===== src/reset_config_pkg.sv =====
// constants for the reset, strap and utility bus controller
package reset_config_pkg;
    // reset and pulse lengths in system clock cycles
    localparam logic [4:0]  LOAD_CYCLES    = 5'h10; // strap load window
    localparam logic [4:0]  PHY_RST_CYCLES = 5'h10; // control_a pulse
    localparam logic [4:0]  SW_RST_CYCLES  = 5'h10; // in-band reset hold
    localparam logic [3:0]  SW_RESET_MSG   = 4'h3;  // in-band reset type
    localparam logic [5:0]  UB_MAX_BYTES   = 6'h20; // utility burst max
    localparam logic [2:0]  TAG_MAX        = 3'h4;  // largest tag size
    localparam logic [31:0] NULL_PTR       = 32'h0000_0000; // table fill
    // strap pin positions
    localparam int STRAP_TX_SIZE_LSB = 0;
    localparam int STRAP_TX_LOC      = 3;
    localparam int STRAP_TX_HEC      = 4;
    localparam int STRAP_RX_SIZE_LSB = 5;
    localparam int STRAP_RX_HEC      = 8;
    localparam int STRAP_DPI_DIR     = 9;
    localparam int STRAP_PROG_DIR    = 10;
    localparam int STRAP_EE_INIT     = 11;
    // field positions in transmit_tag_config
    localparam int TX_SIZE_LSB = 0;
    localparam int TX_LOC      = 3;
    localparam int TX_HEC      = 4;
    // field positions in receive_tag_and_mode_select
    localparam int RX_SIZE_LSB = 0;
    localparam int RX_HEC      = 3;
    localparam int RX_DPI_DIR  = 4;
    localparam int RX_PROG_DIR = 5;
    localparam int RX_EE_INIT  = 6;
    // reset values
    localparam logic [7:0] TX_TAG_RESET = 8'h00;
    localparam logic [7:0] RX_TAG_RESET = 8'h00;
    localparam logic [7:0] TX_TAG_MASK  = 8'h1f; // upper bits read zero
    localparam logic [7:0] RX_TAG_MASK  = 8'h7f; // bit 7 reads zero
    // utility bus sequencer states
    typedef enum logic [2:0] {
        UB_IDLE   = 3'b000,
        UB_ADDR   = 3'b001,
        UB_LATCH  = 3'b010,
        UB_STROBE = 3'b011,
        UB_HOLD   = 3'b100,
        UB_GAP    = 3'b101
    } ub_state_type;
endpackage : reset_config_pkg


===== src/reset_config_phy_bus_ctrl.sv =====
// reset sequencing, strap capture, cell filter and phy utility bus master
`timescale 1ns/1ps
module reset_config_phy_bus_ctrl (
    input  wire logic        core_clk,        // system clock
    input  wire logic        rst_n,           // system reset pin
    input  wire logic [11:0] strap_in,        // address pins at reset
    output logic             pins_oe,         // high: outputs enabled
    output logic             core_reset_n,    // device logic reset
    // in-band programming requests
    input  wire logic        msg_valid,       // in-band message seen
    input  wire logic [3:0]  msg_type,        // in-band message type
    input  wire logic        tx_tag_wr,       // write transmit tag reg
    input  wire logic        rx_tag_wr,       // write receive tag reg
    input  wire logic        filter_wr,       // write filter bit
    input  wire logic        control_a_wr,    // write one to control_a
    input  wire logic        table_reset_wr,  // write one to table reset
    input  wire logic [7:0]  cfg_wdata,       // register write data
    input  wire logic [13:0] table_entries,   // search table size
    // configuration view
    output logic [7:0]       transmit_tag_config,
    output logic [7:0]       receive_tag_and_mode_select,
    output logic             tx_tag_ok,       // tx tag size legal
    output logic             rx_tag_ok,       // rx tag size legal
    output logic             dpi_clock_direction, // 1 clock is input
    output logic             prog_on_receive, // in-band on receive side
    output logic             eeprom_init_req, // copy header at start
    output logic             receive_cell_filter,
    output logic             control_a,       // control_a in progress
    // receive cell filter
    input  wire logic        rx_cell_valid,   // receive cell offered
    input  wire logic        rx_cell_prog,    // cell is in-band type
    output logic             rx_cell_drop,    // discard this cell
    output logic             rx_prog_take,    // hand to in-band parser
    output logic             rx_count_en,     // receive counters run
    // search table fill
    output logic             table_busy,      // fill in progress
    output logic             table_we,        // write strobe to sram
    output logic [13:0]      table_addr,      // entry being written
    output logic [31:0]      table_data,      // null pointer value
    // utility bus command side
    input  wire logic        ub_req,          // start a transfer
    input  wire logic        ub_write,        // 1 write, 0 read
    input  wire logic [7:0]  ub_start_addr,   // first phy register
    input  wire logic [5:0]  ub_count,        // bytes, 1 to 32
    input  wire logic [7:0]  ub_wdata,        // byte to write
    output logic             ub_wdata_take,   // ub_wdata consumed
    output logic [7:0]       ub_rdata,        // byte read back
    output logic             ub_rvalid,       // ub_rdata new
    output logic             ub_busy,         // transfer running
    output logic             ub_done,         // transfer finished
    // utility bus pins
    output logic             phy_select_n,    // chip select
    output logic             ale,             // address latch strobe
    output logic             rd_n,            // read strobe
    output logic             wr_n,            // write strobe
    output logic [7:0]       ad_out,          // bus drive value
    output logic             ad_oe,           // bus drive enable
    input  wire logic [7:0]  ad_in,           // bus level
    output logic             control_a_n,     // control_a pin
    input  wire logic        phy_irq_n,       // phy interrupt pin
    output logic             phy_irq          // phy interrupt pending
);
    // register state of the block apart from the two reset synchroniser flops
    typedef struct packed {
        logic [4:0]  load_cnt;   // strap load cycles left
        logic [4:0]  sw_cnt;     // in-band reset cycles left
        logic [4:0]  phy_cnt;    // control_a cycles left
        logic [7:0]  tx_tag;     // transmit_tag_config
        logic [7:0]  rx_tag;     // receive_tag_and_mode_select
        logic        filter;     // receive_cell_filter
        logic        fill;       // table fill running
        logic [13:0] fill_addr;  // next entry
        logic [13:0] fill_last;  // final entry
        reset_config_pkg::ub_state_type ub;
        logic        ub_wr;      // transfer direction
        logic [7:0]  ub_addr;    // current phy register
        logic [5:0]  ub_left;    // bytes still to move
        logic [7:0]  ub_wbyte;   // latched write byte
        logic [7:0]  ub_rbyte;   // last read byte
        logic        ub_rv;      // read byte strobe
        logic        ub_dn;      // done strobe
        logic        irq;        // registered interrupt level
    } state_type;

    state_type state;       // registered state
    state_type next_state;  // next state
    logic      rst_meta;    // first reset release stage
    logic      rst_sync_n;  // synchronised reset release
    logic      loading;     // strap load window
    logic      dev_reset;   // device in reset
    logic [5:0] count_eff;  // clamped burst length

    // reset release through two flops, assert stays asynchronous
    always_ff @(posedge core_clk or negedge rst_n) begin
        if (!rst_n) begin
            rst_meta   <= 1'b0;
            rst_sync_n <= 1'b0;
        end else begin
            rst_meta   <= 1'b1;
            rst_sync_n <= rst_meta;
        end
    end

    assign loading   = state.load_cnt != 5'h00;
    assign dev_reset = loading || (state.sw_cnt != 5'h00);
    // zero or oversize bursts are held inside one to 32 bytes
    assign count_eff = (ub_count == 6'h00) ? 6'h01 :
        (ub_count > reset_config_pkg::UB_MAX_BYTES) ?
        reset_config_pkg::UB_MAX_BYTES : ub_count;

    // next state of every register
    always_comb begin
        next_state       = state;
        next_state.ub_rv = 1'b0;
        next_state.ub_dn = 1'b0;
        next_state.irq   = !phy_irq_n;
        // strap capture on the first cycle of the load window
        if (loading) begin
            next_state.load_cnt = state.load_cnt - 5'h01;
            if (state.load_cnt == reset_config_pkg::LOAD_CYCLES) begin
                next_state.tx_tag = {3'b000,
                    strap_in[reset_config_pkg::STRAP_TX_HEC],
                    strap_in[reset_config_pkg::STRAP_TX_LOC],
                    strap_in[reset_config_pkg::STRAP_TX_SIZE_LSB +: 3]};
                next_state.rx_tag = {1'b0,
                    strap_in[reset_config_pkg::STRAP_EE_INIT],
                    strap_in[reset_config_pkg::STRAP_PROG_DIR],
                    strap_in[reset_config_pkg::STRAP_DPI_DIR],
                    strap_in[reset_config_pkg::STRAP_RX_HEC],
                    strap_in[reset_config_pkg::STRAP_RX_SIZE_LSB +: 3]};
            end
        end else begin
            // in-band reset restarts core logic, phy and filter kept
            if (state.sw_cnt != 5'h00) begin
                next_state.sw_cnt = state.sw_cnt - 5'h01;
            end else if (msg_valid &&
                    msg_type == reset_config_pkg::SW_RESET_MSG) begin
                next_state.sw_cnt = reset_config_pkg::SW_RST_CYCLES;
            end
            // register writes from in-band cells
            if (tx_tag_wr) begin
                next_state.tx_tag = cfg_wdata &
                    reset_config_pkg::TX_TAG_MASK;
            end
            if (rx_tag_wr) begin
                next_state.rx_tag = cfg_wdata &
                    reset_config_pkg::RX_TAG_MASK;
            end
            if (filter_wr) begin
                next_state.filter = cfg_wdata[0];
            end
            // control_a pulse, new request ignored while running
            if (state.phy_cnt != 5'h00) begin
                next_state.phy_cnt = state.phy_cnt - 5'h01;
            end else if (control_a_wr && cfg_wdata[0]) begin
                next_state.phy_cnt = reset_config_pkg::PHY_RST_CYCLES;
            end
            // null pointer fill of the search table
            if (state.fill) begin
                next_state.fill_addr = state.fill_addr + 14'h0001;
                if (state.fill_addr == state.fill_last) begin
                    next_state.fill = 1'b0;
                end
            end else if (table_reset_wr && cfg_wdata[0]) begin
                next_state.fill      = 1'b1;
                next_state.fill_addr = 14'h0000;
                next_state.fill_last = (table_entries == 14'h0000) ?
                    14'h0000 : table_entries - 14'h0001;
            end
        end
        // utility bus sequencer, one address and data phase per byte
        unique case (state.ub)
            reset_config_pkg::UB_IDLE: begin
                if (ub_req && !dev_reset) begin
                    next_state.ub      = reset_config_pkg::UB_ADDR;
                    next_state.ub_wr   = ub_write;
                    next_state.ub_addr = ub_start_addr;
                    next_state.ub_left = count_eff;
                end
            end
            reset_config_pkg::UB_ADDR: begin
                // write byte fetched while address is on the bus
                if (state.ub_wr) begin
                    next_state.ub_wbyte = ub_wdata;
                end
                next_state.ub = reset_config_pkg::UB_LATCH;
            end
            reset_config_pkg::UB_LATCH: begin
                next_state.ub = reset_config_pkg::UB_STROBE;
            end
            reset_config_pkg::UB_STROBE: begin
                next_state.ub = reset_config_pkg::UB_HOLD;
            end
            reset_config_pkg::UB_HOLD: begin
                if (!state.ub_wr) begin
                    next_state.ub_rbyte = ad_in;
                    next_state.ub_rv    = 1'b1;
                end
                next_state.ub_left = state.ub_left - 6'h01;
                next_state.ub_addr = state.ub_addr + 8'h01;
                next_state.ub      = reset_config_pkg::UB_GAP;
            end
            reset_config_pkg::UB_GAP: begin
                if (state.ub_left == 6'h00) begin
                    next_state.ub    = reset_config_pkg::UB_IDLE;
                    next_state.ub_dn = 1'b1;
                end else begin
                    next_state.ub = reset_config_pkg::UB_ADDR;
                end
            end
            default: begin
                next_state.ub = reset_config_pkg::UB_IDLE;
            end
        endcase
        // an in-band reset abandons any running transfer
        if (dev_reset) begin
            next_state.ub = reset_config_pkg::UB_IDLE;
        end
    end

    // state register; hardware reset clears the filter
    always_ff @(posedge core_clk or negedge rst_sync_n) begin
        if (!rst_sync_n) begin
            state          <= '0;
            state.load_cnt <= reset_config_pkg::LOAD_CYCLES;
            state.tx_tag   <= reset_config_pkg::TX_TAG_RESET;
            state.rx_tag   <= reset_config_pkg::RX_TAG_RESET;
            state.filter   <= 1'b0;
            state.ub       <= reset_config_pkg::UB_IDLE;
        end else begin
            state <= next_state;
        end
    end

    // pins float during reset and load, phy held through reset and load but not in-band reset
    assign pins_oe      = rst_sync_n && !loading;
    assign core_reset_n = rst_sync_n && !dev_reset;
    assign control_a_n  = rst_sync_n && !loading &&
        (state.phy_cnt == 5'h00);
    assign control_a    = state.phy_cnt != 5'h00;

    // configuration fields
    assign transmit_tag_config         = state.tx_tag;
    assign receive_tag_and_mode_select = state.rx_tag;
    assign tx_tag_ok = state.tx_tag[reset_config_pkg::TX_SIZE_LSB +: 3]
        <= reset_config_pkg::TAG_MAX;
    assign rx_tag_ok = state.rx_tag[reset_config_pkg::RX_SIZE_LSB +: 3]
        <= reset_config_pkg::TAG_MAX;
    assign dpi_clock_direction =
        state.rx_tag[reset_config_pkg::RX_DPI_DIR];
    assign prog_on_receive = state.rx_tag[reset_config_pkg::RX_PROG_DIR];
    assign eeprom_init_req = state.rx_tag[reset_config_pkg::RX_EE_INIT];
    assign receive_cell_filter = state.filter;

    // receive filter: data cells dropped, in-band cells still taken when prog_on_receive is set
    assign rx_prog_take = rx_cell_valid && rx_cell_prog &&
        prog_on_receive;
    assign rx_cell_drop = rx_cell_valid && state.filter &&
        !rx_prog_take;
    assign rx_count_en  = !state.filter && !dev_reset;

    // search table write port
    assign table_busy = state.fill;
    assign table_we   = state.fill;
    assign table_addr = state.fill_addr;
    assign table_data = reset_config_pkg::NULL_PTR;

    // utility bus pins from the sequencer state
    always_comb begin
        phy_select_n  = 1'b1;
        ale           = 1'b0;
        rd_n          = 1'b1;
        wr_n          = 1'b1;
        ad_out        = state.ub_addr;
        ad_oe         = 1'b0;
        ub_wdata_take = 1'b0;
        unique case (state.ub)
            reset_config_pkg::UB_ADDR: begin
                phy_select_n  = 1'b0;
                ale           = 1'b1;
                ad_oe         = 1'b1;
                ub_wdata_take = state.ub_wr;
            end
            reset_config_pkg::UB_LATCH: begin
                phy_select_n = 1'b0;
                ad_oe        = 1'b1;
            end
            reset_config_pkg::UB_STROBE,
            reset_config_pkg::UB_HOLD: begin
                phy_select_n = 1'b0;
                rd_n         = state.ub_wr;
                wr_n         = !state.ub_wr;
                ad_out       = state.ub_wbyte;
                ad_oe        = state.ub_wr;
            end
            default: begin
                phy_select_n = 1'b1;
            end
        endcase
        if (!pins_oe) begin
            ad_oe = 1'b0;
        end
    end

    assign ub_rdata = state.ub_rbyte;
    assign ub_rvalid = state.ub_rv;
    assign ub_done  = state.ub_dn;
    assign ub_busy  = state.ub != reset_config_pkg::UB_IDLE;
    assign phy_irq  = state.irq;
endmodule : reset_config_phy_bus_ctrl


===== config.mk =====
export PLATFORM = sky130hd
export DESIGN_NAME = reset_config_phy_bus_ctrl
export DESIGN_NICKNAME = d
export VERILOG_FILES = /design/src/reset_config_pkg.sv /design/src/reset_config_phy_bus_ctrl.sv
export SDC_FILE = /design/constraint.sdc
export NUM_CORES = 1
export LEC_CHECK = 0
export ABC_AREA = 1
export BUFFER_PORTS_ARGS = -buffer_cell sky130_fd_sc_hd__buf_2
export CAP_MARGIN = 10
export CORE_MARGIN = 4
export CORE_UTILIZATION = 52
export CTS_CLUSTER_SIZE = 40
export DETAILED_ROUTE_END_ITERATION = 8
export PLACE_DENSITY = 0.81
export SETUP_SLACK_MARGIN = 0.02
export SLEW_MARGIN = 20
export SYNTH_ARGS = -nofsm -noshare
export SYNTH_HDL_FRONTEND = slang
export SYNTH_SLANG_ARGS = --single-unit

===== constraint.sdc =====
create_clock -name core_clk -period 4.23 [get_ports core_clk]
set_clock_uncertainty 0.15 [all_clocks]
set_input_delay 0.423 -clock core_clk [delete_from_list [all_inputs] [get_ports core_clk]]
set_output_delay 0.423 -clock core_clk [all_outputs]
set_load 0.01 [all_outputs]

======== Word-level counts from Yosys, hierarchy flattened ========
Cells that the tools add are included.
word-level totals
  register bits ........................... 100
  bits in latches ......................... 0
  RAM bits ................................ 0
  memory bits (read-only) ................. 0
  input port bits ......................... 81
  logic and storage cells ................. 123
  memories ................................ 0
operators by class
  $add $sub $neg .......................... 7
  multiply operators ...................... 0
  div/mod/pow operators ................... 0
  order comparisons ....................... 3
  equality and inequality tests ........... 11
  shift-type cells ........................ 0
  mux-type cells .......................... 31
  bitwise logic cells ..................... 3
  reductions and logical operators ........ 48
operator list
  kind                     count
  $mux W16                 2
  $mux W29                 1
  $pmux W14 S2             1
  $mux W8                  3
  $mux W5                  4
  $reduce_and A2 Y1        10
  $mux W18                 1
  $pmux W3 S6              1
  $mux W15                 1
  $reduce_bool A5 Y1       3
  $sub A5 B1 Y5 const B    3
  $add A14 B1 Y14 const B  1
  $eq A14 B14 Y1           1
  $logic_not A14 Y1        1
  $mux W14                 1
  $sub A14 B1 Y14 const B  1
  $logic_and A1 B1 Y1      12
  $logic_not A6 Y1         2
  $mux W1                  12
  $mux W6                  2
  $reduce_bool A2 Y1       6
  $add A8 B1 Y8 const B    1
  $eq A3 B2 Y1 const B     2
  $eq A3 B3 Y1 const B     2
  20 further kinds         29

======== Longest topological paths before layout ========
Gate-level depths: netlist of the first run.
  word-level depth ........................ 7
  gate-level depth with buffers ........... 10
  gate-level depth less buffers ........... 9

======== Worst setup path after synthesis of the first run ========
OpenSTA, ideal clock, no wires.
  path type ............................... register to output
  start point ............................. register rst_sync_n
  end point ............................... output ad_oe
  arrival time ............................ 3.023 ns
  required time ........................... 3.657 ns
  slack ................................... 0.634 ns
  cell stages (with the launch flop) ...... 3
  cells stage by stage .................... dfrtp_1 > nand2_1 > a21oi_1
between the ends
  longest elaborated chain between the ends .. 2
ends and longest elaborated chain
  what                    line                              RTL
  start, declared         reset_config_phy_bus_ctrl.sv:88   logic rst_sync_n;
  start signal, assigned  reset_config_phy_bus_ctrl.sv:100  rst_sync_n <= rst_meta;
  $logic_and A1 B1 Y1     reset_config_phy_bus_ctrl.sv:236  assign pins_oe = rst_sync_n && !loading;
  $mux W1                 reset_config_phy_bus_ctrl.sv:300  if (!pins_oe) begin
  end, declared           reset_config_phy_bus_ctrl.sv:57   output logic ad_oe,
No other way between the ends.

======== Final worst setup path of the first run ========
  start point ............................. register state[93] (netlist name)
  end point ............................... output ad_oe
between the ends
  longest elaborated chain between the ends .. 4
ends and longest elaborated chain
  what                    line                              RTL
  start, declared         reset_config_phy_bus_ctrl.sv:85   state_type state;
  start signal, assigned  reset_config_phy_bus_ctrl.sv:231  state <= next_state;
  $reduce_bool A5 Y1      reset_config_phy_bus_ctrl.sv:104  assign loading = state.load_cnt != 5'h00;
  $logic_not A1 Y1        reset_config_phy_bus_ctrl.sv:236
  $logic_and A1 B1 Y1     reset_config_phy_bus_ctrl.sv:236
  $mux W1                 reset_config_phy_bus_ctrl.sv:300
No other way between the ends.

==> results of run 1 <==
[report_power, final]
group	leakage, nW	internal, mW	switching, mW
combinational	2.23	0.383	0.581
clock	0.0902	0.250	0.315
sequential	1.15	1.14	0.225
[per-stage QoR]
stage	power, mW	utilization
2_1_floorplan	2.11	-
3_3_place_gp	2.31	0.574
3_5_place_dp	2.34	0.574
4_1_cts	2.91	0.592
5_1_grt	3.13	0.592
6_report	2.90	0.592
[layout make-up]
type / count / area, sq um / share of cell area
Inverter: 85 / 319 / 0.0495
Multi-Input combinational cell: 546 / 2620 / 0.406
Timing Repair Buffer: 148 / 748 / 0.116
Sequential cell: 96 / 2410 / 0.373
Tap cell: 140 / 175 / 0.0272
Clock inverter: 3 / 25.0 / 0.00388
Clock buffer: 13 / 159 / 0.0246
[cells in the final DEF, fill, tap and decap left out, types with 2 or more instances in the layout]
cell type    n
nand3_2      2
nand3_1     42
nor2_2       4
o21ai_1      9
a21oi_1     23
o21ai_0     50
inv_1       81
o21a_1       6
nor2_1      71
ha_1         9
nand4_1     15
o21ai_2      2
a2bb2oi_1    4
xor2_1      15
conb_1      37
nor3_1      10
nand2_1    218
o22ai_1      2
buf_2      146
inv_2        3
dfrtp_1     94
xnor2_1      9
nor4_1       3
clkbuf_8    11
or2_2        3
o21bai_1     4
clkbuf_1     2
a21o_1       2
[Yosys cell counts, drive strengths merged (6+ instances only)]
library cell | number | area share
nand2 | 219 | 0.14
dfrtp | 95 | 0.41
inv | 84 | 0.054
buf | 83 | 0.10
nor2 | 76 | 0.052
o21ai | 61 | 0.054
nand3 | 45 | 0.043
a21oi | 24 | 0.021
nand4 | 15 | 0.016
xor2 | 15 | 0.023
nor3 | 11 | 0.011
ha | 9 | 0.019
xnor2 | 9 | 0.014
o21a | 6 | 0.0077
[worst register-to-register path, delay by kind of cell, from the launching register on]
family	cells	cell delay (ns)
buf+inv	2	0.28
fa+ha+maj	1	0.21
simple gates	6	1.39
flops	1	0.41
[layer usage]
layer  share of wire  up-vias
met4           0.021        0
met2            0.49      153
met3           0.064       23
li1                -     2580
met5               0        -
met1            0.42     2275
[timing repair]
action,in CTS,in global routing
resized for setup,0,0
hold endpoints to repair,2,0
setup buffers,0,0
hold buffers,1,0
[path summary, 6_finish.rpt]
| check | start | to | cells past startpoint |
|---|---|---|---|
| min in group asynchronous | rst_sync_n | receive_tag_and_mode_select[5] | 0 |
| hold reg to reg | rst_sync_n | receive_tag_and_mode_select[5] | 0 |
| setup reg to reg | state[93] | state[25] | 9 |
| hold / removal | phy_irq_n | phy_irq | 2 |
| setup / recovery | state[93] | ad_oe | 7 |
| max in group asynchronous | rst_sync_n | state[48] | 1 |
[kinds of logic (layout without fill, tap and decap cells)]
group,Yosys count,after routing
other,2,37
AND/OR/NAND/NOR,372,372
flip-flops,96,96
AO/OA/AOI/OAI,104,104
buffers and inverters,172,249
adder cells (fa/ha/maj),9,9
XOR/XNOR,24,24
[flip-flops by register name, summed over array words and instances, names as in the netlist]
name	flops
phy_irq	1
receive_cell_filter	1
receive_tag_and_mode_select	7
rst_meta	1
rst_sync_n	1
state	55
table_addr	14
table_busy	1
transmit_tag_config	5
ub_done	1
ub_rdata	8
ub_rvalid	1
==> results.json, run 1 <==
{
  "slew_headroom": 0.459,
  "drv_cap": 0,
  "critPathCaptureType": "output port",
  "synth_top_family_by_area": "simple AND/OR/NAND/NOR gates",
  "grt-ovfl-total": 0,
  "drc": 0,
  "place_congestion": 0.887,
  "status": "finished, final reports clean",
  "ir_drop_mv": 0.181,
  "die_x_um": 114,
  "hp-class": "in -> reg",
  "fillers": 1010,
  "met2_usage": 0.339,
  "async_flop_share": 1.00,
  "synthMuxAreaShare": 0,
  "path_delay_family": "buffers and inverters",
  "drv_slew": 0,
  "power.density_nw_per_um2": 449,
  "synthAdderAreaFrac": 0.0193,
  "worstPathArrival_ns": 2.35,
  "start_util": 0.535,
  "stdcell_count": 1031,
  "drive_above_1_share": 0.204,
  "num_vias": 5031,
  "r2r_slack_ns": 1.68,
  "wl_per_cell_um": 12.3,
  "synth_simple_gate_area_frac": 0.270,
  "fin_tns_setup_ns": 0,
  "htree_num_levels": 3,
  "grt_pass1_vias": 4574,
  "crit_type": "reg -> out",
  "cts.sinks": 96,
  "tightest_slew_ns": 0.811,
  "ys.flop_type": "dfrtp_1",
  "syn_to_final_growth_pct": 10.6,
  "fin_ws_ns": 1.31,
  "antenna_left": 0,
  "worst_path_largest_cell_delay_ns": 0.48,
  "clk_pin_slew_worst_paths_ns": 0.09,
  "crit_required_ns": 3.66,
  "grt_use_total": 0.198,
  "diodes": 0,
  "clock.fmax_mhz": 342,
  "grt_pass1_wl_um": 21100,
  "ios": 184,
  "synth_cell_types": 37,
  "antenna_found_initial": 0,
  "clockBufferDepth": 2,
  "synth_xor_area_frac": 0.0361,
  "design_area_sq_um": 6450,
  "ys_seq_elements": 96,
  "cts_buffers": 9,
  "synthCells": 779,
  "cpMaxStageDelayCell": "clkinv_1",
  "met1_usage": 0.250,
  "dr.pass1.iters": 4,
  "root_buffer": "clkbuf_8",
  "path_buf_inv": 3,
  "path_cells": "inv_1 -> ha_1 -> nand3_4 -> clkinv_1 -> nand2_1 -> a21oi_1 -> buf_2",
  "synth_warnings": 0,
  "nets": 976,
  "holdWs_ns": 0.0513,
  "dpl_cell_area_sq_um": 6250,
  "vias_per_cell": 4.88,
  "top_usage_layer": "met2",
  "hold_viol_final": 0,
  "use_met3": 0.0446,
  "clk_latency_ns": 0.36,
  "ys_seq_area_frac": 0.412,
  "dpl.hpwl_um": 9690,
  "die-area_sq_um": 13000,
  "synth_compound_area_frac": 0.0996,
  "p_leak_nw": 3.47,
  "worstPathMaxFanout": 19,
  "die_h_um": 114,
  "crit_path_start_kind": "flip-flop",
  "avgSynthCellArea_sq_um": 7.48,
  "rsz0062_at_grt": "no",
  "fin_crit_ns": 2.92,
  "dpl_worst_slack_ns": 1.67,
  "synth-edff-count": 0,
  "finalSetupViolCount": 0,
  "io_buffers": 146,
  "cts_tree": "built",
  "grt_max_degree": 66,
  "fp-row-count": 38,
  "drtIter0Drc": 378,
  "syn_area_sq_um": 5830,
  "fin_crit_sh": 0.691,
  "dp_cells": 1014,
  "wl_um": 12700,
  "core-area_sq_um": 10900
}
Note: power is estimated with default switching activity, not from simulation.
==> run 2, diff against run 1 <==
- clock period: 4.23 -> 2.9 ns (I/O delays scaled with it)
==> run 2 against run 1 <==
Compared with the run above: clock-buffer cell count shrank 3; largest cell class unchanged; worst hold slack worse by 0.046 ns; sequential power is 46% higher; total power rose by 52%.
==> results.json, run 2 (synthesized netlist as in run 1, its figures left out) <==
{
  "status": "finished, final reports clean",
  "fin_tns_setup_ns": 0,
  "core-area_sq_um": 10900,
  "start_util": 0.535,
  "r2r_slack_ns": 0.68,
  "finalSetupViolCount": 0,
  "nets": 1001,
  "fin_ws_ns": 0.470,
  "hold_viol_final": 0,
  "regMostFlops": "state",
  "cts_buffers": 9,
  "num_vias": 5173,
  "fin_crit_ns": 2.43,
  "die-area_sq_um": 13000,
  "slew_headroom": 0.569,
  "grt_use_total": 0.208,
  "ir_drop_mv": 0.308,
  "cts_tree": "built",
  "place_congestion": 0.853,
  "crit_path_start_kind": "flip-flop",
  "clockBufferDepth": 2,
  "rr_startpoint": "state[93]",
  "drtIter0Drc": 313,
  "fin_crit_sh": 0.838,
  "tightest_slew_ns": 0.646,
  "final_common_cell": "nand2_1",
  "wl_per_cell_um": 12.7,
  "ios": 184,
  "hold_depth": 3,
  "antenna_found_initial": 0,
  "drv_slew": 0,
  "grt-ovfl-total": 0,
  "clk_latency_ns": 0.36,
  "crit_start": "state[36]",
  "cts.sinks": 96,
  "power.density_nw_per_um2": 656,
  "grt_pass1_vias": 4882,
  "dpl_cell_area_sq_um": 6310,
  "io_buffers": 146,
  "fillers": 1003,
  "drc": 0,
  "hold_path.startpoint": "ub_write",
  "dr.pass1.iters": 5,
  "design_area_sq_um": 6730,
  "vias_per_cell": 4.89,
  "crit_required_ns": 2.46,
  "wl_um": 13500,
  "die_h_um": 114,
  "dpl.hpwl_um": 9840,
  "rsz0062_at_grt": "no",
  "r2r-end": "state[26]",
  "drive_above_1_share": 0.206,
  "whs_endpoint": "state[33]",
  "die_x_um": 114,
  "crit_type": "reg -> out",
  "postCtsSetupRepairBufs": 0,
  "rr_worst_depth": 9,
  "mostFrequentLayoutCells": "nand2_1, buf_2, dfrtp_1",
  "drv_cap": 0,
  "syn_to_final_growth_pct": 15.5,
  "largest_reg_flops": 55,
  "hp-class": "in -> reg",
  "grt_max_degree": 95,
  "worstPathArrival_ns": 1.99,
  "fp-row-count": 38,
  "clock.fmax_mhz": 412,
  "critPathCaptureType": "output port",
  "p_leak_nw": 3.61,
  "grt_pass1_wl_um": 22000,
  "worstPathMaxFanout": 18,
  "antenna_left": 0,
  "clk_pin_slew_worst_paths_ns": 0.09,
  "root_buffer": "clkbuf_8",
  "dpl_worst_slack_ns": 0.694,
  "htree_num_levels": 3
}
-- run 2: cell types whose count changed in the layout (fill, tap and decap cells not counted), sizes merged --
cell / before / now
dlygate4sd3: 1 / 20
buf: 147 / 153
clkbuf: 13 / 10
bufinv: 0 / 2
clkinv: 2 / 3
clkinvlp: 1 / 0
diode: 0 / 1
inv: 85 / 86
-- run 2: worst max path at each step --
stage / to / slack [ns] / cells after the start
after global placement: state[25] / 0.77 / 9
after global routing: ad_out[2] / 0.29 / 7
after CTS: rx_count_en / 0.44 / 7
final: ad_out[2] / 0.47 / 7
after detailed placement: table_addr[12] / 0.69 / 7
after floorplan: ad_oe / 0.49 / 2
-- run 2: repair_timing --
item,4_1_cts,5_1_grt
hold endpoints to repair,21,0
endpoints found under the setup margin,0,0
gates resized for setup,0,0
hold buffers,20,0
-- run 2: cell type report --
| cell class | count | area (sq um) | share of cell area |
|---|---|---|---|
| flip-flops and latches | 96 | 2410 | 0.357 |
| multi-input cells | 546 | 2620 | 0.388 |
| repair buffers | 173 | 996 | 0.148 |
| well taps | 140 | 175 | 0.0260 |
| clock inverters | 6 | 91.3 | 0.0136 |
| diodes | 1 | 2.50 | 0.000372 |
| clock buffers | 10 | 128 | 0.0190 |
| inverters | 85 | 319 | 0.0474 |
-- run 2: stage by stage --
| step | total power [mW] | std cells | util | hold WS (ns) |
|---|---|---|---|---|
| global route | 4.77 | 1056 | 0.618 | 0.00321 |
| CTS | 4.43 | 1056 | 0.618 | 0.00121 |
| detailed placement | 3.43 | 1020 | 0.580 | -0.0728 |
| global placement | 3.38 | 1020 | 0.580 | -0.0741 |
| finish | 4.41 | 1057 | 0.618 | 0.00565 |
| floorplan | 3.08 | 814 | - | -0.156 |
-- run 2: power breakdown --
part           switching, mW  internal, mW  total (mW)  leakage, nW
logic                  0.860         0.586        1.45         2.34
clock network          0.477         0.493       0.970        0.111
registers              0.335          1.66        2.00         1.15
-- run 2: worst max-delay path, stage by stage (launching register included) --
cell and delay (ns):
dfrtp_1 0.42, inv_1 0.11, nand2_1 0.08, o21ai_2 0.52, inv_1 0.19, nand2_1 0.11
nand2_1 0.06, buf_2 0.14
-- run 2: metal layers --
metal | up-vias | global-route usage | part of all wire
met5 | - | 0 | 0
met2 | 143 | 0.366 | 0.52
li1 | 2637 | - | -
met1 | 2369 | 0.252 | 0.41
met3 | 24 | 0.0350 | 0.052
met4 | 0 | 0.0895 | 0.023
==> run 3, diff against run 2 <==
- ABC_AREA: 1 -> 0
- CORE_UTILIZATION: 52 -> 46
- PLACE_DENSITY: 0.81 -> 0.77
- clock period: 2.9 -> 2.03 ns (I/O delays scaled with it)
==> run 3 against run 2 <==
Compared with the run above: the run now ends with setup timing left; critical path depth is the same; worst hold slack gained 0.011 ns; area after synthesis shrank 4.3%; sequential share of layout area shrank 5.3 points.
==> results.json, run 3 <==
{
  "synth_xor_area_frac": 0.0455,
  "synth_warnings": 0,
  "vias_per_cell": 5.38,
  "p_sw_frac": 0.343,
  "violations": "setup timing",
  "drive_above_1_share": 0.407,
  "drtIter0Drc": 427,
  "synthCells": 603,
  "synth_top_family_by_area": "simple AND/OR/NAND/NOR gates",
  "synthAdderAreaFrac": 0.0202,
  "avgSynthCellArea_sq_um": 9.25,
  "nets": 918,
  "slew_headroom": 0.560,
  "yosysTopAreaCell": "dfrtp_1",
  "grt_max_degree": 95,
  "synthTopCellsByArea": "dfrtp_1, buf_4, mux2_2",
  "antenna_left": 0,
  "clk_pin_slew_worst_paths_ns": 0.06,
  "antenna_found_initial": 0,
  "start_util": 0.478,
  "synthMuxAreaShare": 0.0601,
  "async_flop_share": 1.00,
  "core-area_sq_um": 11700,
  "die-area_sq_um": 14000,
  "ir_drop_mv": 0.517,
  "stdcell_count": 976,
  "dpl.hpwl_um": 10800,
  "yosys.area.top_type_share": 0.426,
  "grt_pass1_wl_um": 25900,
  "drc": 0,
  "worst_path_largest_cell_delay_ns": 0.49,
  "mostFrequentLayoutCells": "buf_2, dfrtp_1, buf_4",
  "synth_cell_types": 57,
  "intPower_mw": 5.39,
  "p_switching_mw": 2.81,
  "io_buffers": 146,
  "seqPwrFrac": 0.364,
  "htree_num_levels": 3,
  "finalSetupViolCount": 38,
  "cts.sinks": 96,
  "synth_compound_area_frac": 0.125,
  "ios": 184,
  "rsz0062_at_grt": "yes",
  "fin_crit_sh": 1.18,
  "die_x_um": 118,
  "crit_required_ns": 2.16,
  "rr_worst_depth": 7,
  "critPathCaptureType": "flip-flop",
  "clockBufferDepth": 2,
  "fillers": 864,
  "grt_use_total": 0.225,
  "cts_buffers": 9,
  "fin_ws_ns": -0.358,
  "synth-edff-count": 0,
  "clock.fmax_mhz": 419,
  "crit_type": "reg -> reg",
  "path_cells": "inv_2 -> ha_4 -> or4b_4 -> buf_8 -> or4_1 -> a21oi_1 -> o221a_2",
  "multi_input_comb_area_sq_um": 2970,
  "netlist_top_cells_count": "dfrtp_1, buf_4, nand2_1, o21ai_0, nor2_1",
  "grt_pass1_vias": 5264,
  "syn_area_sq_um": 5580,
  "crit_path_start_kind": "flip-flop",
  "dpl_worst_slack_ns": -0.403,
  "wl_um": 16500,
  "status": "finished with violations",
  "post-synth-top-count-cell": "dfrtp_1",
  "drv_cap": 0,
  "fp-row-count": 39,
  "p_leak_nw": 3.76,
  "fin_crit_ns": 2.39,
  "num_vias": 5248,
  "clk_latency_ns": 0.34,
  "ys_seq_area_frac": 0.431,
  "diodes": 0,
  "root_buffer": "clkbuf_16",
  "cts_tree": "built",
  "seq_area_sq_um": 2410,
  "syn_to_final_growth_pct": 41.8,
  "final_common_cell": "buf_2",
  "dr.pass1.iters": 5,
  "grt-ovfl-total": 0,
  "tightest_slew_ns": 0.652,
  "regMostFlops": "state",
  "cpMaxStageDelayCell": "or4b_4",
  "clockPowerShare": 0.224,
  "worstPathMaxFanout": 22,
  "largest_reg_flops": 55,
  "power.density_nw_per_um2": 1040,
  "p_comb_frac": 0.412,
  "worstPathArrival_ns": 2.52,
  "hold_viol_final": 0,
  "ys_seq_elements": 96,
  "drv_slew": 0,
  "place_congestion": 0.868,
  "synth_simple_gate_area_frac": 0.190,
  "dp_cells": 886,
  "ys.flop_type": "dfrtp_1",
  "hp-class": "in -> async",
  "die_h_um": 118,
  "wl_per_cell_um": 16.9
}
run 3: power groups by stage:
| stage | combinational (mW) | clock (mW) | sequential (mW) |
|---|---|---|---|
| 3_3_place_gp | 2.69 | 0 | 2.93 |
| 5_1_grt | 3.70 | 1.95 | 3.06 |
| 3_5_place_dp | 2.81 | 0 | 2.97 |
| 4_1_cts | 3.19 | 1.87 | 2.95 |
| 6_report | 3.38 | 1.84 | 2.99 |
| 2_1_floorplan | 1.90 | 0 | 2.95 |
run 3: cells by family (layout without fill, tap and decap cells):
logic type / Yosys count / after routing
simple gates: 209 / 209
buf+inv: 117 / 311
compound gates: 111 / 112
flops: 96 / 96
mux: 30 / 30
xor+xnor: 29 / 29
fa+ha+maj: 9 / 9
other cells: 2 / 37
run 3: per-layer routing:
layer,track usage,vias to the layer above,part of all wire
li1,-,2477,-
met1,0.257,2500,0.37
met2,0.416,228,0.53
met3,0.0530,43,0.063
met4,0.0725,0,0.030
met5,0,-,0
run 3: area by class of cell:
cell class / count / share of cell area
Multi-Input combinational cell: 426 / 0.375
Inverter: 20 / 0.00980
Timing Repair Buffer: 275 / 0.247
Tap cell: 143 / 0.0226
Clock buffer: 13 / 0.0329
Sequential cell: 96 / 0.305
Clock inverter: 3 / 0.00822
run 3: timing repair:
action	CTS	global route
setup buffers	20	14
hold endpoints to repair	40	0
gates cloned	2	1
gates resized for setup	59	46
setup endpoints to repair	55	73
pin swaps	15	12
hold buffers	40	0
run 3: critical path, delay by kind of cell (launching register included):
family | cells | cell delay (ns)
simple gates | 2 | 0.98
compound gates | 2 | 0.40
flops | 1 | 0.38
buf+inv | 2 | 0.28
fa+ha+maj | 1 | 0.13
run 3: per-stage QoR:
| step | setup TNS, ns | instance area [sq um] | utilization | power, mW | hold WS (ns) |
|---|---|---|---|---|---|
| 2_1_floorplan | -2.86 | 5850 | - | 4.85 | -0.243 |
| 3_3_place_gp | -2.89 | 6510 | 0.559 | 5.61 | -0.160 |
| 3_5_place_dp | -4.10 | 6510 | 0.559 | 5.78 | -0.155 |
| 4_1_cts | -4.67 | 7640 | 0.655 | 8.01 | 0.00171 |
| 5_1_grt | -8.38 | 7910 | 0.679 | 8.71 | 0.0101 |
| 6_report | -5.29 | 7910 | 0.679 | 8.20 | 0.0166 |
run 3: final timing paths:
path | startpoint | endpoint | slack (ns)
worst max-delay path | state[94] | state[31] | -0.36
worst max register to register | state[94] | state[31] | -0.36
worst min register to register | rst_meta | rst_sync_n | 0.21
min in group core_clk | cfg_wdata[6] | receive_tag_and_mode_select[6] | 0.02
max in group asynchronous | rst_sync_n | state[36] | 1.03
worst min-delay path | rst_n | rst_meta | 0.02
